[config.mk]
export PLATFORM = sky130hd
export DESIGN_NAME = mist_irq_ctrl
export DESIGN_NICKNAME = d
export VERILOG_FILES = /design/src/shared/mist_pkg.sv /design/src/rtl/mist_irq_ctrl.sv
export SDC_FILE = /design/constraint.sdc
export NUM_CORES = 1
export LEC_CHECK = 0
export BUFFER_PORTS_ARGS = -buffer_cell sky130_fd_sc_hd__buf_2
export CAP_MARGIN = 20
export CORE_UTILIZATION = 45
export DETAILED_ROUTE_END_ITERATION = 12
export GPL_ROUTABILITY_DRIVEN = 0
export PLACE_DENSITY = 0.67
export SLEW_MARGIN = 20
export SYNTH_ARGS = -nofsm -noshare
export SYNTH_HDL_FRONTEND = slang
export SYNTH_HIERARCHICAL = 1
export SYNTH_SLANG_ARGS = --single-unit
[constraint.sdc]
create_clock -name i_clk -period 4.8 [get_ports i_clk]
set_input_delay 0.48 -clock i_clk [delete_from_list [all_inputs] [get_ports i_clk]]
set_output_delay 0.48 -clock i_clk [all_outputs]
set_load 0.05 [all_outputs]
[src/shared/mist_pkg.sv]
// package for the interrupt source and time-base block: register map, fields, resets, codes
// assumes an avalon-mm slave with 32-bit data, one register per aligned word
package mist_pkg;
  localparam int NUM_SRC = 15;
  // register byte addresses
  localparam logic [7:0] ADDR_GLOBAL = 8'h00;
  localparam logic [7:0] ADDR_ENABLE = 8'h04;
  localparam logic [7:0] ADDR_FLAGS = 8'h08;
  localparam logic [7:0] ADDR_EDGE = 8'h0C;
  localparam logic [7:0] ADDR_PSC = 8'h10;
  localparam logic [7:0] ADDR_TB0 = 8'h14;
  localparam logic [7:0] ADDR_TB1 = 8'h18;
  localparam logic [7:0] ADDR_MEMBER = 8'h1C;
  localparam logic [7:0] ADDR_WAKE = 8'h20;
  // source index, fixed priority: lower index wins
  localparam int SRC_EXT0 = 0;
  localparam int SRC_EXT1 = 1;
  localparam int SRC_CMP0 = 2;
  localparam int SRC_CMP1 = 3;
  localparam int SRC_ADC = 4;
  localparam int SRC_TB0 = 5;
  localparam int SRC_TB1 = 6;
  localparam int SRC_SIM = 7;
  localparam int SRC_LVD = 8;
  localparam int SRC_EE = 9;
  localparam int SRC_UART = 10;
  localparam int SRC_MF0 = 11;
  localparam int SRC_MF1 = 12;
  localparam int SRC_MF2 = 13;
  localparam int SRC_MF3 = 14;
  // field positions
  localparam int TB_RUN_BIT = 7;
  localparam int TB_PER_LSB = 0;
  localparam int PSC_SRC_LSB = 0;
  localparam int GLB_EN_BIT = 0;
  localparam int MEMBER_BITS = 8;
  // reset values
  localparam logic [7:0] PSC_RST = 8'h00;
  localparam logic [7:0] TB_RST = 8'h00;
  localparam logic [3:0] EDGE_RST = 4'h0;
  // edge select codes
  localparam logic [1:0] EDGE_OFF = 2'h0;
  localparam logic [1:0] EDGE_RISE = 2'h1;
  localparam logic [1:0] EDGE_FALL = 2'h2;
  localparam logic [1:0] EDGE_BOTH = 2'h3;
  // prescaler source codes
  localparam logic [1:0] PSC_SYS = 2'h0;
  localparam logic [1:0] PSC_SYS4 = 2'h1;
  localparam int TB_BASE_EXP = 8;
  localparam int TB_DIV_W = 16;
  localparam logic [31:0] UNMAPPED_RD = 32'h0000_0000;
  typedef enum logic [1:0] {
    ST_IDLE = 2'b00,
    ST_VECT = 2'b01
  } bus_state_e;
endpackage

[src/rtl/mist_irq_ctrl.sv]
// interrupt request flags, enables, priority vectoring and dual time-base dividers
// assumes the core acks a vector with a pulse and reports a full return stack
// Operation
// - ext pin flag set on selected edge
// - vector needs global, source enable, stack room
// - ext service clears flag and global enable
// - edge select: off, rise, fall, both
// - pull-high kept while pin is interrupt
// - comparator flag set on output toggle
// - conversion done sets converter flag
// - time-base flag set on divider overflow
// - prescaler source: sys, sys/4, sub clock
// - time base 0 run bit, period 2^8..2^15
// - time base 1 same as base 0
// - serial module flag on byte, address, timeout
// - supply monitor low sets low supply flag
// - eeprom write end sets its flag
// - uart request from any uart condition
// - uart service clears only request, global
// - group flag set by any member flag rising
// - group service leaves member flags set
// - group vectors only with group enable
// - any flag rising makes wake-up pulse
// - return-from-irq sets global, plain return not
module mist_irq_ctrl #(
  parameter int NUM_GROUPS = 2
) (
  input wire logic i_clk, // 200 MHz system clock
  input wire logic i_rst_n, // async active-low reset
  input wire logic [4:0] i_avs_address, // word address
  input wire logic i_avs_read, // read request
  input wire logic i_avs_write, // write request
  input wire logic [31:0] i_avs_writedata, // write data
  input wire logic [3:0] i_avs_byteenable, // byte lanes
  output logic [31:0] o_avs_readdata, // read data
  output logic o_avs_waitrequest, // stall
  input wire logic [1:0] i_ext_irq_pins, // external interrupt pins
  input wire logic [1:0] i_ext_pin_pull_sel, // pull-high selection from port logic
  output logic [1:0] o_ext_pin_pull_en, // pull-high drive to pad
  input wire logic [1:0] i_comparator_out, // comparator outputs
  input wire logic i_conv_done, // a/d conversion finished pulse
  input wire logic i_sub_clk_tick, // sub clock tick, one cycle
  input wire logic [3:0] i_serial_module_events, // byte rx, byte tx, addr match, timeout
  input wire logic i_supply_monitor_low, // low supply level
  input wire logic i_eeprom_write_end, // write cycle end pulse
  input wire logic [5:0] i_async_serial_events, // uart conditions
  input wire logic [2*NUM_GROUPS-1:0] i_member_flags, // timer-module flags, two per group
  input wire logic i_stack_full, // return stack full
  input wire logic i_vector_ack, // core took the vector
  input wire logic i_return_from_irq, // return_from_irq executed
  output logic o_irq_req, // vector request to core
  output logic [3:0] o_irq_vector, // selected source index
  output logic o_wake // wake-up pulse
);
  localparam int NS = mist_pkg::NUM_SRC;
  initial begin
    if (NUM_GROUPS < 1 || NUM_GROUPS > 4) $error("NUM_GROUPS must be 1..4");
    if (mist_pkg::SRC_MF0 + NUM_GROUPS > NS) $error("group sources exceed the flag vector");
  end

  typedef struct packed {
    logic glb;
    logic [NS-1:0] en;
    logic [NS-1:0] flg;
    logic [3:0] edge_sel;
    logic [1:0] psc_src;
    logic [7:0] tb0;
    logic [7:0] tb1;
    logic [1:0] cmp_prev;
    logic [2*NUM_GROUPS-1:0] mem_prev;
    logic [1:0] psc_div;
    logic [31:0] rdata;
    logic wait_n;
    logic irq;
    logic [3:0] vec;
    logic wake;
    logic [1:0] pull;
    mist_pkg::bus_state_e st;
  } mist_state_s;

  mist_state_s s_q, s_d;
  logic rst_n_sync;
  logic rs1_q, rs2_q;

  // reset release through two flops
  always_ff @(posedge i_clk or negedge i_rst_n) begin
    if (!i_rst_n) begin
      rs1_q <= 1'b0;
      rs2_q <= 1'b0;
    end else begin
      rs1_q <= 1'b1;
      rs2_q <= rs1_q;
    end
  end
  assign rst_n_sync = rs2_q;

  logic [NS-1:0] set_v;
  logic [NS-1:0] pend;
  logic psc_tick;
  logic wr_acc;
  logic [7:0] badr;
  logic [3:0] pick;
  logic found;
  logic [NS-1:0] svc_clr;
  logic [1:0] pin_hit;
  logic tb0_over;
  logic tb1_over;

  // one detector per external pin; each keeps its own last level
  for (genvar p = 0; p < 2; p++) begin : g_pin
    mist_pin_edge i_mist_pin_edge (
      .i_clk(i_clk),
      .i_rst_n(rst_n_sync),
      .i_pin(i_ext_irq_pins[p]),
      .i_sel(s_q.edge_sel[2*p +: 2]),
      .o_hit(pin_hit[p])
    );
  end

  // both time bases share the prescaled tick
  mist_interval_div #(
    .DIV_W(mist_pkg::TB_DIV_W),
    .BASE_EXP(mist_pkg::TB_BASE_EXP)
  ) i_mist_interval_div0 (
    .i_clk(i_clk),
    .i_rst_n(rst_n_sync),
    .i_run(s_q.tb0[mist_pkg::TB_RUN_BIT]),
    .i_period(s_q.tb0[mist_pkg::TB_PER_LSB +: 3]),
    .i_tick(psc_tick),
    .o_over(tb0_over)
  );
  mist_interval_div #(
    .DIV_W(mist_pkg::TB_DIV_W),
    .BASE_EXP(mist_pkg::TB_BASE_EXP)
  ) i_mist_interval_div1 (
    .i_clk(i_clk),
    .i_rst_n(rst_n_sync),
    .i_run(s_q.tb1[mist_pkg::TB_RUN_BIT]),
    .i_period(s_q.tb1[mist_pkg::TB_PER_LSB +: 3]),
    .i_tick(psc_tick),
    .o_over(tb1_over)
  );

  // prescaler source select; kept apart so the dividers see no loop through the main block
  always_comb begin
    case (s_q.psc_src)
      mist_pkg::PSC_SYS: psc_tick = 1'b1;
      mist_pkg::PSC_SYS4: psc_tick = (s_q.psc_div == 2'h3);
      default: psc_tick = i_sub_clk_tick;
    endcase
  end

  always_comb begin
    s_d = s_q;
    set_v = '0;
    svc_clr = '0;
    pick = 4'h0;
    found = 1'b0;
    badr = {1'b0, i_avs_address, 2'b00};
    wr_acc = i_avs_write && s_q.wait_n;

    s_d.cmp_prev = i_comparator_out;
    s_d.mem_prev = i_member_flags;
    s_d.pull = i_ext_pin_pull_sel; // pull-high stays valid

    // event detection
    for (int p = 0; p < 2; p++) begin
      set_v[mist_pkg::SRC_EXT0 + p] = pin_hit[p];
      set_v[mist_pkg::SRC_CMP0 + p] = s_q.cmp_prev[p] ^ i_comparator_out[p];
    end
    set_v[mist_pkg::SRC_ADC] = i_conv_done;
    set_v[mist_pkg::SRC_SIM] = |i_serial_module_events;
    set_v[mist_pkg::SRC_LVD] = i_supply_monitor_low;
    set_v[mist_pkg::SRC_EE] = i_eeprom_write_end;
    set_v[mist_pkg::SRC_UART] = |i_async_serial_events;
    for (int g = 0; g < NUM_GROUPS; g++) begin
      set_v[mist_pkg::SRC_MF0 + g] = |(i_member_flags[2*g +: 2] & ~s_q.mem_prev[2*g +: 2]);
    end

    // free-running phase for the sys/4 source; its phase is not tied to the select write
    s_d.psc_div = s_q.psc_div + 2'h1;

    // one flag per divider period
    set_v[mist_pkg::SRC_TB0] = tb0_over;
    set_v[mist_pkg::SRC_TB1] = tb1_over;

    // priority pick among enabled pending sources
    pend = s_q.flg & s_q.en;
    for (int k = NS - 1; k >= 0; k--) begin
      if (pend[k]) begin
        pick = 4'(k);
        found = 1'b1;
      end
    end
    // vector only with global enable and stack room
    s_d.irq = s_q.glb && found && !i_stack_full && !i_vector_ack;
    s_d.vec = pick;

    // service: clear only the serviced flag and the global enable
    if (i_vector_ack && s_q.irq) begin
      svc_clr[s_q.vec] = 1'b1;
      s_d.glb = 1'b0;
    end
    if (i_return_from_irq) s_d.glb = 1'b1;

    // register writes; hardware set wins over any clear
    if (wr_acc) begin
      case (badr)
        mist_pkg::ADDR_GLOBAL: begin
          // a software write here wins over a service clear in the same cycle
          if (i_avs_byteenable[0]) begin
            s_d.glb = i_avs_writedata[mist_pkg::GLB_EN_BIT];
          end
        end
        mist_pkg::ADDR_ENABLE: s_d.en = i_avs_writedata[NS-1:0];
        mist_pkg::ADDR_FLAGS: s_d.flg = s_q.flg & ~i_avs_writedata[NS-1:0];
        mist_pkg::ADDR_EDGE: begin
          if (i_avs_byteenable[0]) begin
            s_d.edge_sel = i_avs_writedata[3:0];
          end
        end
        mist_pkg::ADDR_PSC: begin
          if (i_avs_byteenable[0]) begin
            s_d.psc_src = i_avs_writedata[mist_pkg::PSC_SRC_LSB +: 2];
          end
        end
        mist_pkg::ADDR_TB0: begin
          // unimplemented bits 6..3 are dropped so they read back as zero
          if (i_avs_byteenable[0]) begin
            s_d.tb0 = i_avs_writedata[7:0] & 8'h87;
          end
        end
        mist_pkg::ADDR_TB1: begin
          if (i_avs_byteenable[0]) begin
            s_d.tb1 = i_avs_writedata[7:0] & 8'h87;
          end
        end
        default: ;
      endcase
    end
    s_d.flg = (s_d.flg & ~svc_clr) | set_v;
    s_d.wake = |(set_v & ~s_q.flg);

    // one wait state per access, read data registered
    if (i_avs_read || i_avs_write) begin
      s_d.wait_n = !s_q.wait_n;
    end else begin
      s_d.wait_n = 1'b0;
    end
    if (i_avs_read && !s_q.wait_n) begin
      case (badr)
        mist_pkg::ADDR_GLOBAL: s_d.rdata = {31'h0, s_q.glb};
        mist_pkg::ADDR_ENABLE: s_d.rdata = {17'h0, s_q.en};
        mist_pkg::ADDR_FLAGS: s_d.rdata = {17'h0, s_q.flg};
        mist_pkg::ADDR_EDGE: s_d.rdata = {28'h0, s_q.edge_sel};
        mist_pkg::ADDR_PSC: s_d.rdata = {30'h0, s_q.psc_src};
        mist_pkg::ADDR_TB0: s_d.rdata = {24'h0, s_q.tb0};
        mist_pkg::ADDR_TB1: s_d.rdata = {24'h0, s_q.tb1};
        mist_pkg::ADDR_MEMBER: s_d.rdata = 32'(i_member_flags);
        mist_pkg::ADDR_WAKE: s_d.rdata = {30'h0, s_q.irq, s_q.wake};
        default: s_d.rdata = mist_pkg::UNMAPPED_RD;
      endcase
    end
    s_d.st = s_d.irq ? mist_pkg::ST_VECT : mist_pkg::ST_IDLE;
  end

  always_ff @(posedge i_clk or negedge rst_n_sync) begin
    if (!rst_n_sync) begin
      s_q <= '0;
      s_q.edge_sel <= mist_pkg::EDGE_RST;
      s_q.psc_src <= mist_pkg::PSC_RST[1:0];
      s_q.tb0 <= mist_pkg::TB_RST;
      s_q.tb1 <= mist_pkg::TB_RST;
    end else begin
      s_q <= s_d;
    end
  end

  // software must enable, route and set input direction first
  assign o_avs_readdata = s_q.rdata;
  assign o_avs_waitrequest = !s_q.wait_n;
  assign o_ext_pin_pull_en = s_q.pull;
  assign o_irq_req = s_q.irq;
  assign o_irq_vector = s_q.vec;
  assign o_wake = s_q.wake;
endmodule

// edge detector for one interrupt pin with a selectable trigger
module mist_pin_edge (
  input wire logic i_clk, // system clock
  input wire logic i_rst_n, // synchronised active-low reset
  input wire logic i_pin, // pin level, synchronous
  input wire logic [1:0] i_sel, // trigger select: off, rise, fall, both
  output logic o_hit // selected edge seen this cycle
);
  typedef struct packed {
    logic prev;
  } mist_edge_state_s;

  mist_edge_state_s s_q, s_d;
  logic rise;
  logic fall;

  always_comb begin
    s_d = s_q;
    s_d.prev = i_pin;
    rise = !s_q.prev && i_pin;
    fall = s_q.prev && !i_pin;
    case (i_sel)
      mist_pkg::EDGE_RISE: o_hit = rise;
      mist_pkg::EDGE_FALL: o_hit = fall;
      mist_pkg::EDGE_BOTH: o_hit = rise || fall;
      default: o_hit = 1'b0; // off code turns the pin function off
    endcase
  end

  // last level clears to low, the idle level of an unused pin; a pin
  // held high through reset therefore reads as one rising edge
  always_ff @(posedge i_clk or negedge i_rst_n) begin
    if (!i_rst_n) begin
      s_q <= '0;
    end else begin
      s_q <= s_d;
    end
  end
endmodule

// one interval divider: counts prescaled ticks, marks the last tick of each period
module mist_interval_div #(
  parameter int DIV_W = 16, // counter width
  parameter int BASE_EXP = 8 // exponent of the shortest period
) (
  input wire logic i_clk, // system clock
  input wire logic i_rst_n, // synchronised active-low reset
  input wire logic i_run, // divider enable
  input wire logic [2:0] i_period, // period select, 2^(BASE_EXP+n) ticks
  input wire logic i_tick, // prescaled tick
  output logic o_over // last tick of a period, combinational
);
  typedef struct packed {
    logic [DIV_W-1:0] cnt;
  } mist_div_state_s;

  mist_div_state_s s_q, s_d;
  logic [DIV_W-1:0] mask;

  initial begin
    if (BASE_EXP < 1 || BASE_EXP + 7 > DIV_W) $error("DIV_W too small for the longest period");
  end

  always_comb begin
    s_d = s_q;
    o_over = 1'b0;
    // low BASE_EXP+n bits all ones marks the final tick of a period
    mask = {DIV_W{1'b1}} >> (DIV_W - BASE_EXP - int'(i_period));
    // a stopped divider restarts from zero, so the first period after enable is whole
    if (!i_run) begin
      s_d.cnt = '0;
    end else if (i_tick) begin
      s_d.cnt = s_q.cnt + DIV_W'(1);
      o_over = ((s_q.cnt & mask) == mask);
    end
  end

  always_ff @(posedge i_clk or negedge i_rst_n) begin
    if (!i_rst_n) begin
      s_q <= '0;
    end else begin
      s_q <= s_d;
    end
  end
endmodule

==> results of run 1 <==
-- flip-flops by register name, summed over array words and instances (netlist names) --
register / flops
rs1_q: 1
i_mist_interval_div1/s_q: 16
s_q: 54
g_pin.i_mist_pin_edge/s_q: 2
o_irq_vector: 4
i_mist_interval_div0/s_q: 16
o_avs_readdata: 15
rs2_q: 1
o_irq_req: 1
o_wake: 1
o_ext_pin_pull_en: 2
-- power by group --
group / switching [µW] / internal, µW / total, µW
Combinational: 253 / 140 / 393
Clock: 389 / 700 / 1090
Sequential: 92.7 / 1020 / 1110
Total: 735 / 1860 / 2590
-- layer usage --
| metal | vias to the layer above | track usage (%) | routed length, µm |
|---|---|---|---|
| met5 | - | 0 | 0 |
| met1 | 2372 | 27.22 | 6127 |
| met3 | 25 | 6.992 | 871 |
| met2 | 177 | 34.52 | 7110 |
| met4 | 0 | 8.940 | 304 |
| li1 | 2259 | - | - |
-- cells by family after synthesis --
group	synth area share, %
adders and majority gates	2.632
AOI/OAI and AO/OA	15.57
and+or+nand+nor	16.80
xor gates and xnor gates	1.984
DFF	45.76
other	0.1215
muxes	7.957
buffers and inverters	9.172
-- layout by cell type, fill, tap and decap left out, types with 15 or more instances in the layout --
cell         n
conb_1      18
a22oi_1     16
buf_2       75
a21oi_1     30
nand2_1     71
mux2_2      23
nor2_1      26
clkbuf_16   17
inv_1       32
o31ai_1     15
dfrtp_1    112
or4_1       15
o21ai_0     22
-- through the flow --
| step | hold slack [ns] | cells | worst slack, ns |
|---|---|---|---|
| global route | 0.1506 | 848 | 1.881 |
| finish | 0.1721 | 848 | 2.001 |
| CTS | 0.1468 | 848 | 1.861 |
| detailed placement | 0.2675 | 819 | 1.674 |
| floorplan | 0.1844 | 629 | 1.419 |
| global placement | 0.2646 | 819 | 1.664 |
-- worst max path at each step --
| stage | from | end | slack, ns | depth (start not counted) |
|---|---|---|---|---|
| floorplan | rs2_q | g_pin[0].i_mist_pin_edge/s_q | 1.42 | 0 |
| global placement | i_avs_address[0] | s_q[102] | 1.66 | 5 |
| detailed placement | i_avs_address[0] | s_q[102] | 1.67 | 5 |
| CTS | s_q[60] | o_wake | 1.86 | 11 |
| global route | s_q[60] | o_wake | 1.88 | 11 |
| finish | s_q[60] | o_wake | 2.00 | 11 |
-- cell type report --
| class | count | area share, % |
|---|---|---|
| Tap cell | 176 | 3.177 |
| Sequential cell | 113 | 40.86 |
| Multi-Input combinational cell | 420 | 41.07 |
| Timing Repair Buffer | 78 | 5.777 |
| Clock buffer | 28 | 7.312 |
| Inverter | 33 | 1.805 |
-- worst register-to-register path, stage by stage (launching register included) --
cell and delay [ns]:
dfrtp_1 0.41, inv_1 0.08, ha_1 0.19, ha_1 0.28, a21oi_1 0.06, a2111oi_0 0.47, a21oi_1 0.08, a2111oi_1 0.66
inv_1 0.10, o2111ai_1 0.20, nor4b_1 0.09, nand4_1 0.10
-- what timing repair did --
action	in CTS	in global routing
hold endpoints to repair	2	0
resized for setup	0	0
hold buffers	1	0
==> flow_summary.yaml, run 1 <==
run_status:
  outcome: "finished clean"
global_route:
  track_usage_pct: 21.73
  antenna_found_initial: 0
  grt_overflow: 0
  grt_max_degree: 67
  grt_first_pass_wirelength_mm: 23.38
  first_global_vias: 4571
yosys:
  synth_top_flop_cell: "dfrtp_1"
  yosysMostFrequentCell: "dfrtp_1"
  synth.distinct_cells: 61
  yosysSeqAreaShare_pct: 45.76
  syn-cell-area_mm2: 0.006180
  synthArstFlopShare_pct: 100.0
  synth_edf_count: 0
  syn_avg_cell_area_um2: 10.08
  ys_warn_count: 6
  yosys.area.top_type: "dfrtp_1"
  ys_seq_elements: 113
  synth_top_area_share_pct: 45.76
  synth_common_cells: "113 x dfrtp_1, 71 x nand2_1, 40 x buf_4"
  ys_top_cells_by_area: "dfrtp_1 46%, buf_4 4.9%, nand2_1 4.3%"
  synthCells: 613
clocking:
  clock_latency_ns: 0.41
  cts_made_buffers: 17
  cts_htree_levels: 4
  clockBufferDepth: 2
  cts.clk_slew.worst_paths_ns: 0.05
  cts_root_buf: "clkbuf_16"
  cts_sinks: 113
  post-cts-setup-buffers: 0
  cts_tree: "built"
hold_path:
  hold_depth: 1
  min_from: "i_ext_pin_pull_sel[0]"
  holdCritPathClass: "in -> reg"
  hold_end: "o_ext_pin_pull_en[0]"
worst_setup_path:
  crit_arrival_ns: 3.14
  crit_chain: "inv_1 > ha_1 > ha_1 > a21oi_1 > a2111oi_0 > a21oi_1 > a2111oi_1 > inv_1 > o2111ai_1 > nor4b_1 > nand4_1"
  startpoint_type: "flop"
  crit_buf_inv: 2
  crit_path_top_delay_cell: "a2111oi_1"
  reg2reg_depth: 11
  max_stage_delay_ns: 0.66
  cp.required_ns: 5.14
  r2r-start: "s_q[60]"
  r2r_setup_slack_ns: 2.00
  crit_fanout: 4
  criticalPathCategory: "reg -> reg"
  r2r-end: "o_wake"
  crit_family: "compound AO/OA/AOI/OAI gates"
  critPathCaptureType: "flop"
sta:
  clock.fmax_ghz: 0.3573
  setup_viol: 0
  rsz0062_at_grt: "no"
  period_minus_slack_ns: 2.799
  timing.final.crit_share_pct: 58.32
  fin_skew_ns: 0.009406
  hold_viol: 0
  drv_slew: 0
  worst_pin_slew_ns: 0.9767
  maxSlewHeadroom_pct: 34.89
  setup_tns_ns: 0
cells_and_area:
  fill_cells: 1215
  syn_to_final_growth_pct: 12.15
  drive_above_1_share_pct: 23.07
  final_core_util_pct: 52.13
  multi_input_comb_area_mm2: 0.002846
  final_area_mm2: 0.006930
  nets: 748
  diodes: 0
  ff_latch_area_mm2: 0.002831
drt:
  antenna_left: 0
  via_count: 4833
  drc_errors: 0
  wl_mm: 14.41
  dr.pass1.iters: 5
  wl_per_cell_um: 17.00
  viasPerCell: 5.699
  drt_iter0_markers: 340
floorplanning:
  die_w_um: 119.2
  ios: 113
  coreArea_mm2: 0.01330
  dieArea_mm2: 0.01421
  die_h_um: 119.2
  num_rows: 42
  start_util_pct: 46.48
pwr:
  power_density_mw_per_mm2: 374.2
  p_total_uw: 2593
  p_leak_uw: 0.002977
  ir_drop_mv: 0.2396
place:
  post-dp-hpwl_mm: 10.30
  io_buffers: 75
  place_area_mm2: 0.006412
flow_run:
  max_cap_viol_count: 0
Power figures use the tool's default switching activity.
==> inputs of run 2 (changes only) <==
==> constraint.sdc (replaced) <==
create_clock -name i_clk -period 2.8 [get_ports i_clk]
set_input_delay 0.28 -clock i_clk [delete_from_list [all_inputs] [get_ports i_clk]]
set_output_delay 0.28 -clock i_clk [all_outputs]
set_load 0.05 [all_outputs]
==> flow_summary.yaml, run 2 (synthesized netlist as in run 1, its figures left out) <==
cells_and_area:
  final_cell_mix: "112 x dfrtp_1, 75 x buf_2, 71 x nand2_1"
  diodes: 0
  syn_to_final_growth_pct: 16.42
  nets: 765
  largest_reg_flops: 54
  layout_commonest_cell: "dfrtp_1"
  fill_cells: 1168
  regMostFlops: "s_q"
  reg_top3: "s_q: 54 flops, i_mist_interval_div0/s_q: 16 flops, i_mist_interval_div1/s_q: 16 flops"
  drive_above_1_share_pct: 25.25
  final_area_mm2: 0.007194
global_route:
  gr-usage-met2_pct: 36.41
  grt_first_pass_wirelength_mm: 23.85
  antenna_found_initial: 2
  grt_max_degree: 56
  track_usage_pct: 22.24
  first_global_vias: 4701
  top_usage_layer: "met2"
  grt_util_met3_pct: 6.130
  grt_use_met1_pct: 27.07
  grt_overflow: 0
drt:
  via_count: 4867
  viasPerCell: 5.601
  dr.pass1.iters: 5
  drt_iter0_markers: 385
  antenna_left: 0
  wl_mm: 14.90
  wl_per_cell_um: 17.14
  drc_errors: 0
sta:
  period_minus_slack_ns: 2.452
  maxSlewHeadroom_pct: 50.97
  hold_viol: 0
  timing.final.crit_share_pct: 87.56
  drv_slew: 0
  fin_skew_ns: 0.005569
  setup_tns_ns: 0
  rsz0062_at_grt: "no"
  clock.fmax_ghz: 0.4079
  setup_viol: 0
  worst_pin_slew_ns: 0.7354
clocking:
  clockBufferDepth: 2
  clock_latency_ns: 0.42
  cts_tree: "built"
  cts_sinks: 113
  cts.clk_slew.worst_paths_ns: 0.05
  cts_htree_levels: 4
  cts_root_buf: "clkbuf_16"
  cts_made_buffers: 17
place:
  place_area_mm2: 0.006487
  io_buffers: 75
  post-dp-hpwl_mm: 10.73
pwr:
  p_sw_share_pct: 27.62
  p_leak_uw: 0.003112
  ir_drop_mv: 0.4315
  p_int_uw: 3522
  power.share.sequential_pct: 39.0
  combPwrFrac_pct: 14.3
  power.switching_uw: 1344
  pwr-share-clk_pct: 46.7
  power_density_mw_per_mm2: 676.4
floorplanning:
  num_rows: 42
  dieArea_mm2: 0.01421
  die_h_um: 119.2
  die_w_um: 119.2
  start_util_pct: 46.48
  coreArea_mm2: 0.01330
  ios: 113
worst_setup_path:
  max_stage_delay_ns: 0.42
  critPathCaptureType: "flop"
  crit_fanout: 4
  criticalPathCategory: "reg -> reg"
  crit_chain: "inv_1 > ha_1 > ha_1 > a21oi_1 > a2111oi_0 > a21oi_1 > a2111oi_2 > buf_4 > inv_1 > o2111ai_1 > nor4b_1 > nand4_1"
  crit_path_top_delay_cell: "a2111oi_0"
  crit_arrival_ns: 2.81
  cp.required_ns: 3.16
  startpoint_type: "flop"
  r2r_setup_slack_ns: 0.35
run_status:
  outcome: "finished clean"
hold_path:
  holdCritPathClass: "in -> reg"
flow_run:
  max_cap_viol_count: 0
run 2: cell count changes in the layout (fill, tap and decap cells not counted), sizes merged:
cell	previous run	this run
buf	77	87
bufinv	0	4
clkbuf	28	21
clkinv	1	6
clkinvlp	0	2
dlygate4sd3	1	8
run 2: worst paths after layout:
check | start | end | depth (start not counted)
hold / removal | i_member_flags[0] | s_q[45] | 1
setup / recovery | s_q[60] | o_wake | 12
hold reg to reg | rs1_q | rs2_q | 0
min in group asynchronous | i_rst_n | rs2_q | 2
max in group asynchronous | rs2_q | i_mist_interval_div0/s_q[12] | 1
setup reg to reg | s_q[60] | o_wake | 12
run 2: per-stage QoR:
stage	util, %	power [µW]	hold slack [ns]	setup WS, ns	std cells
final	54.11	4866	0.01432	0.3484	869
after global routing	54.11	5063	0.00003875	0.1156	869
after CTS	54.07	4902	0.004825	0.1883	869
after detailed placement	48.80	2608	0.06575	0.2061	829
after global placement	48.80	2584	0.06444	0.4124	829
after floorplan	-	2456	-0.01559	0.6489	629
run 2: repair_timing:
action | 4_1_cts | 5_1_grt
setup endpoints to repair | 0 | 1
endpoints found under the hold margin | 9 | 0
resized for setup | 0 | 2
setup buffers | 0 | 0
hold buffers | 8 | 0
run 2: final cells by class:
class | instances | area, µm² | share of cell area [%]
Inverter | 33 | 125.1 | 1.739
Multi-Input combinational cell | 420 | 2851 | 39.63
Clock inverter | 11 | 160.2 | 2.226
Sequential cell | 113 | 2831 | 39.36
Tap cell | 176 | 220.2 | 3.061
Clock buffer | 21 | 460.4 | 6.400
Timing Repair Buffer | 95 | 545.5 | 7.583
run 2: critical path, delay by kind of cell, from the launching register on:
| family | cells | cell delay, ns |
|---|---|---|
| buffers and inverters | 3 | 0.30 |
| adder cells (fa/ha/maj) | 2 | 0.49 |
| AO/OA/AOI/OAI | 5 | 1.02 |
| AND/OR/NAND/NOR | 2 | 0.19 |
| flip-flops | 1 | 0.40 |
run 2: power by group through the flow:
stage	sequential, µW	combinational (µW)	clock (µW)
after global placement	1920	665	0
after floorplan	1900	554	0
after CTS	1900	696	2310
after detailed placement	1920	683	0
after global routing	1920	754	2390
final	1900	696	2270
run 2: layer usage:
layer,up-vias,wire (µm)
met1,2395,6455
met4,2,422
met3,33,799
li1,2294,-
met2,143,7206
met5,-,13
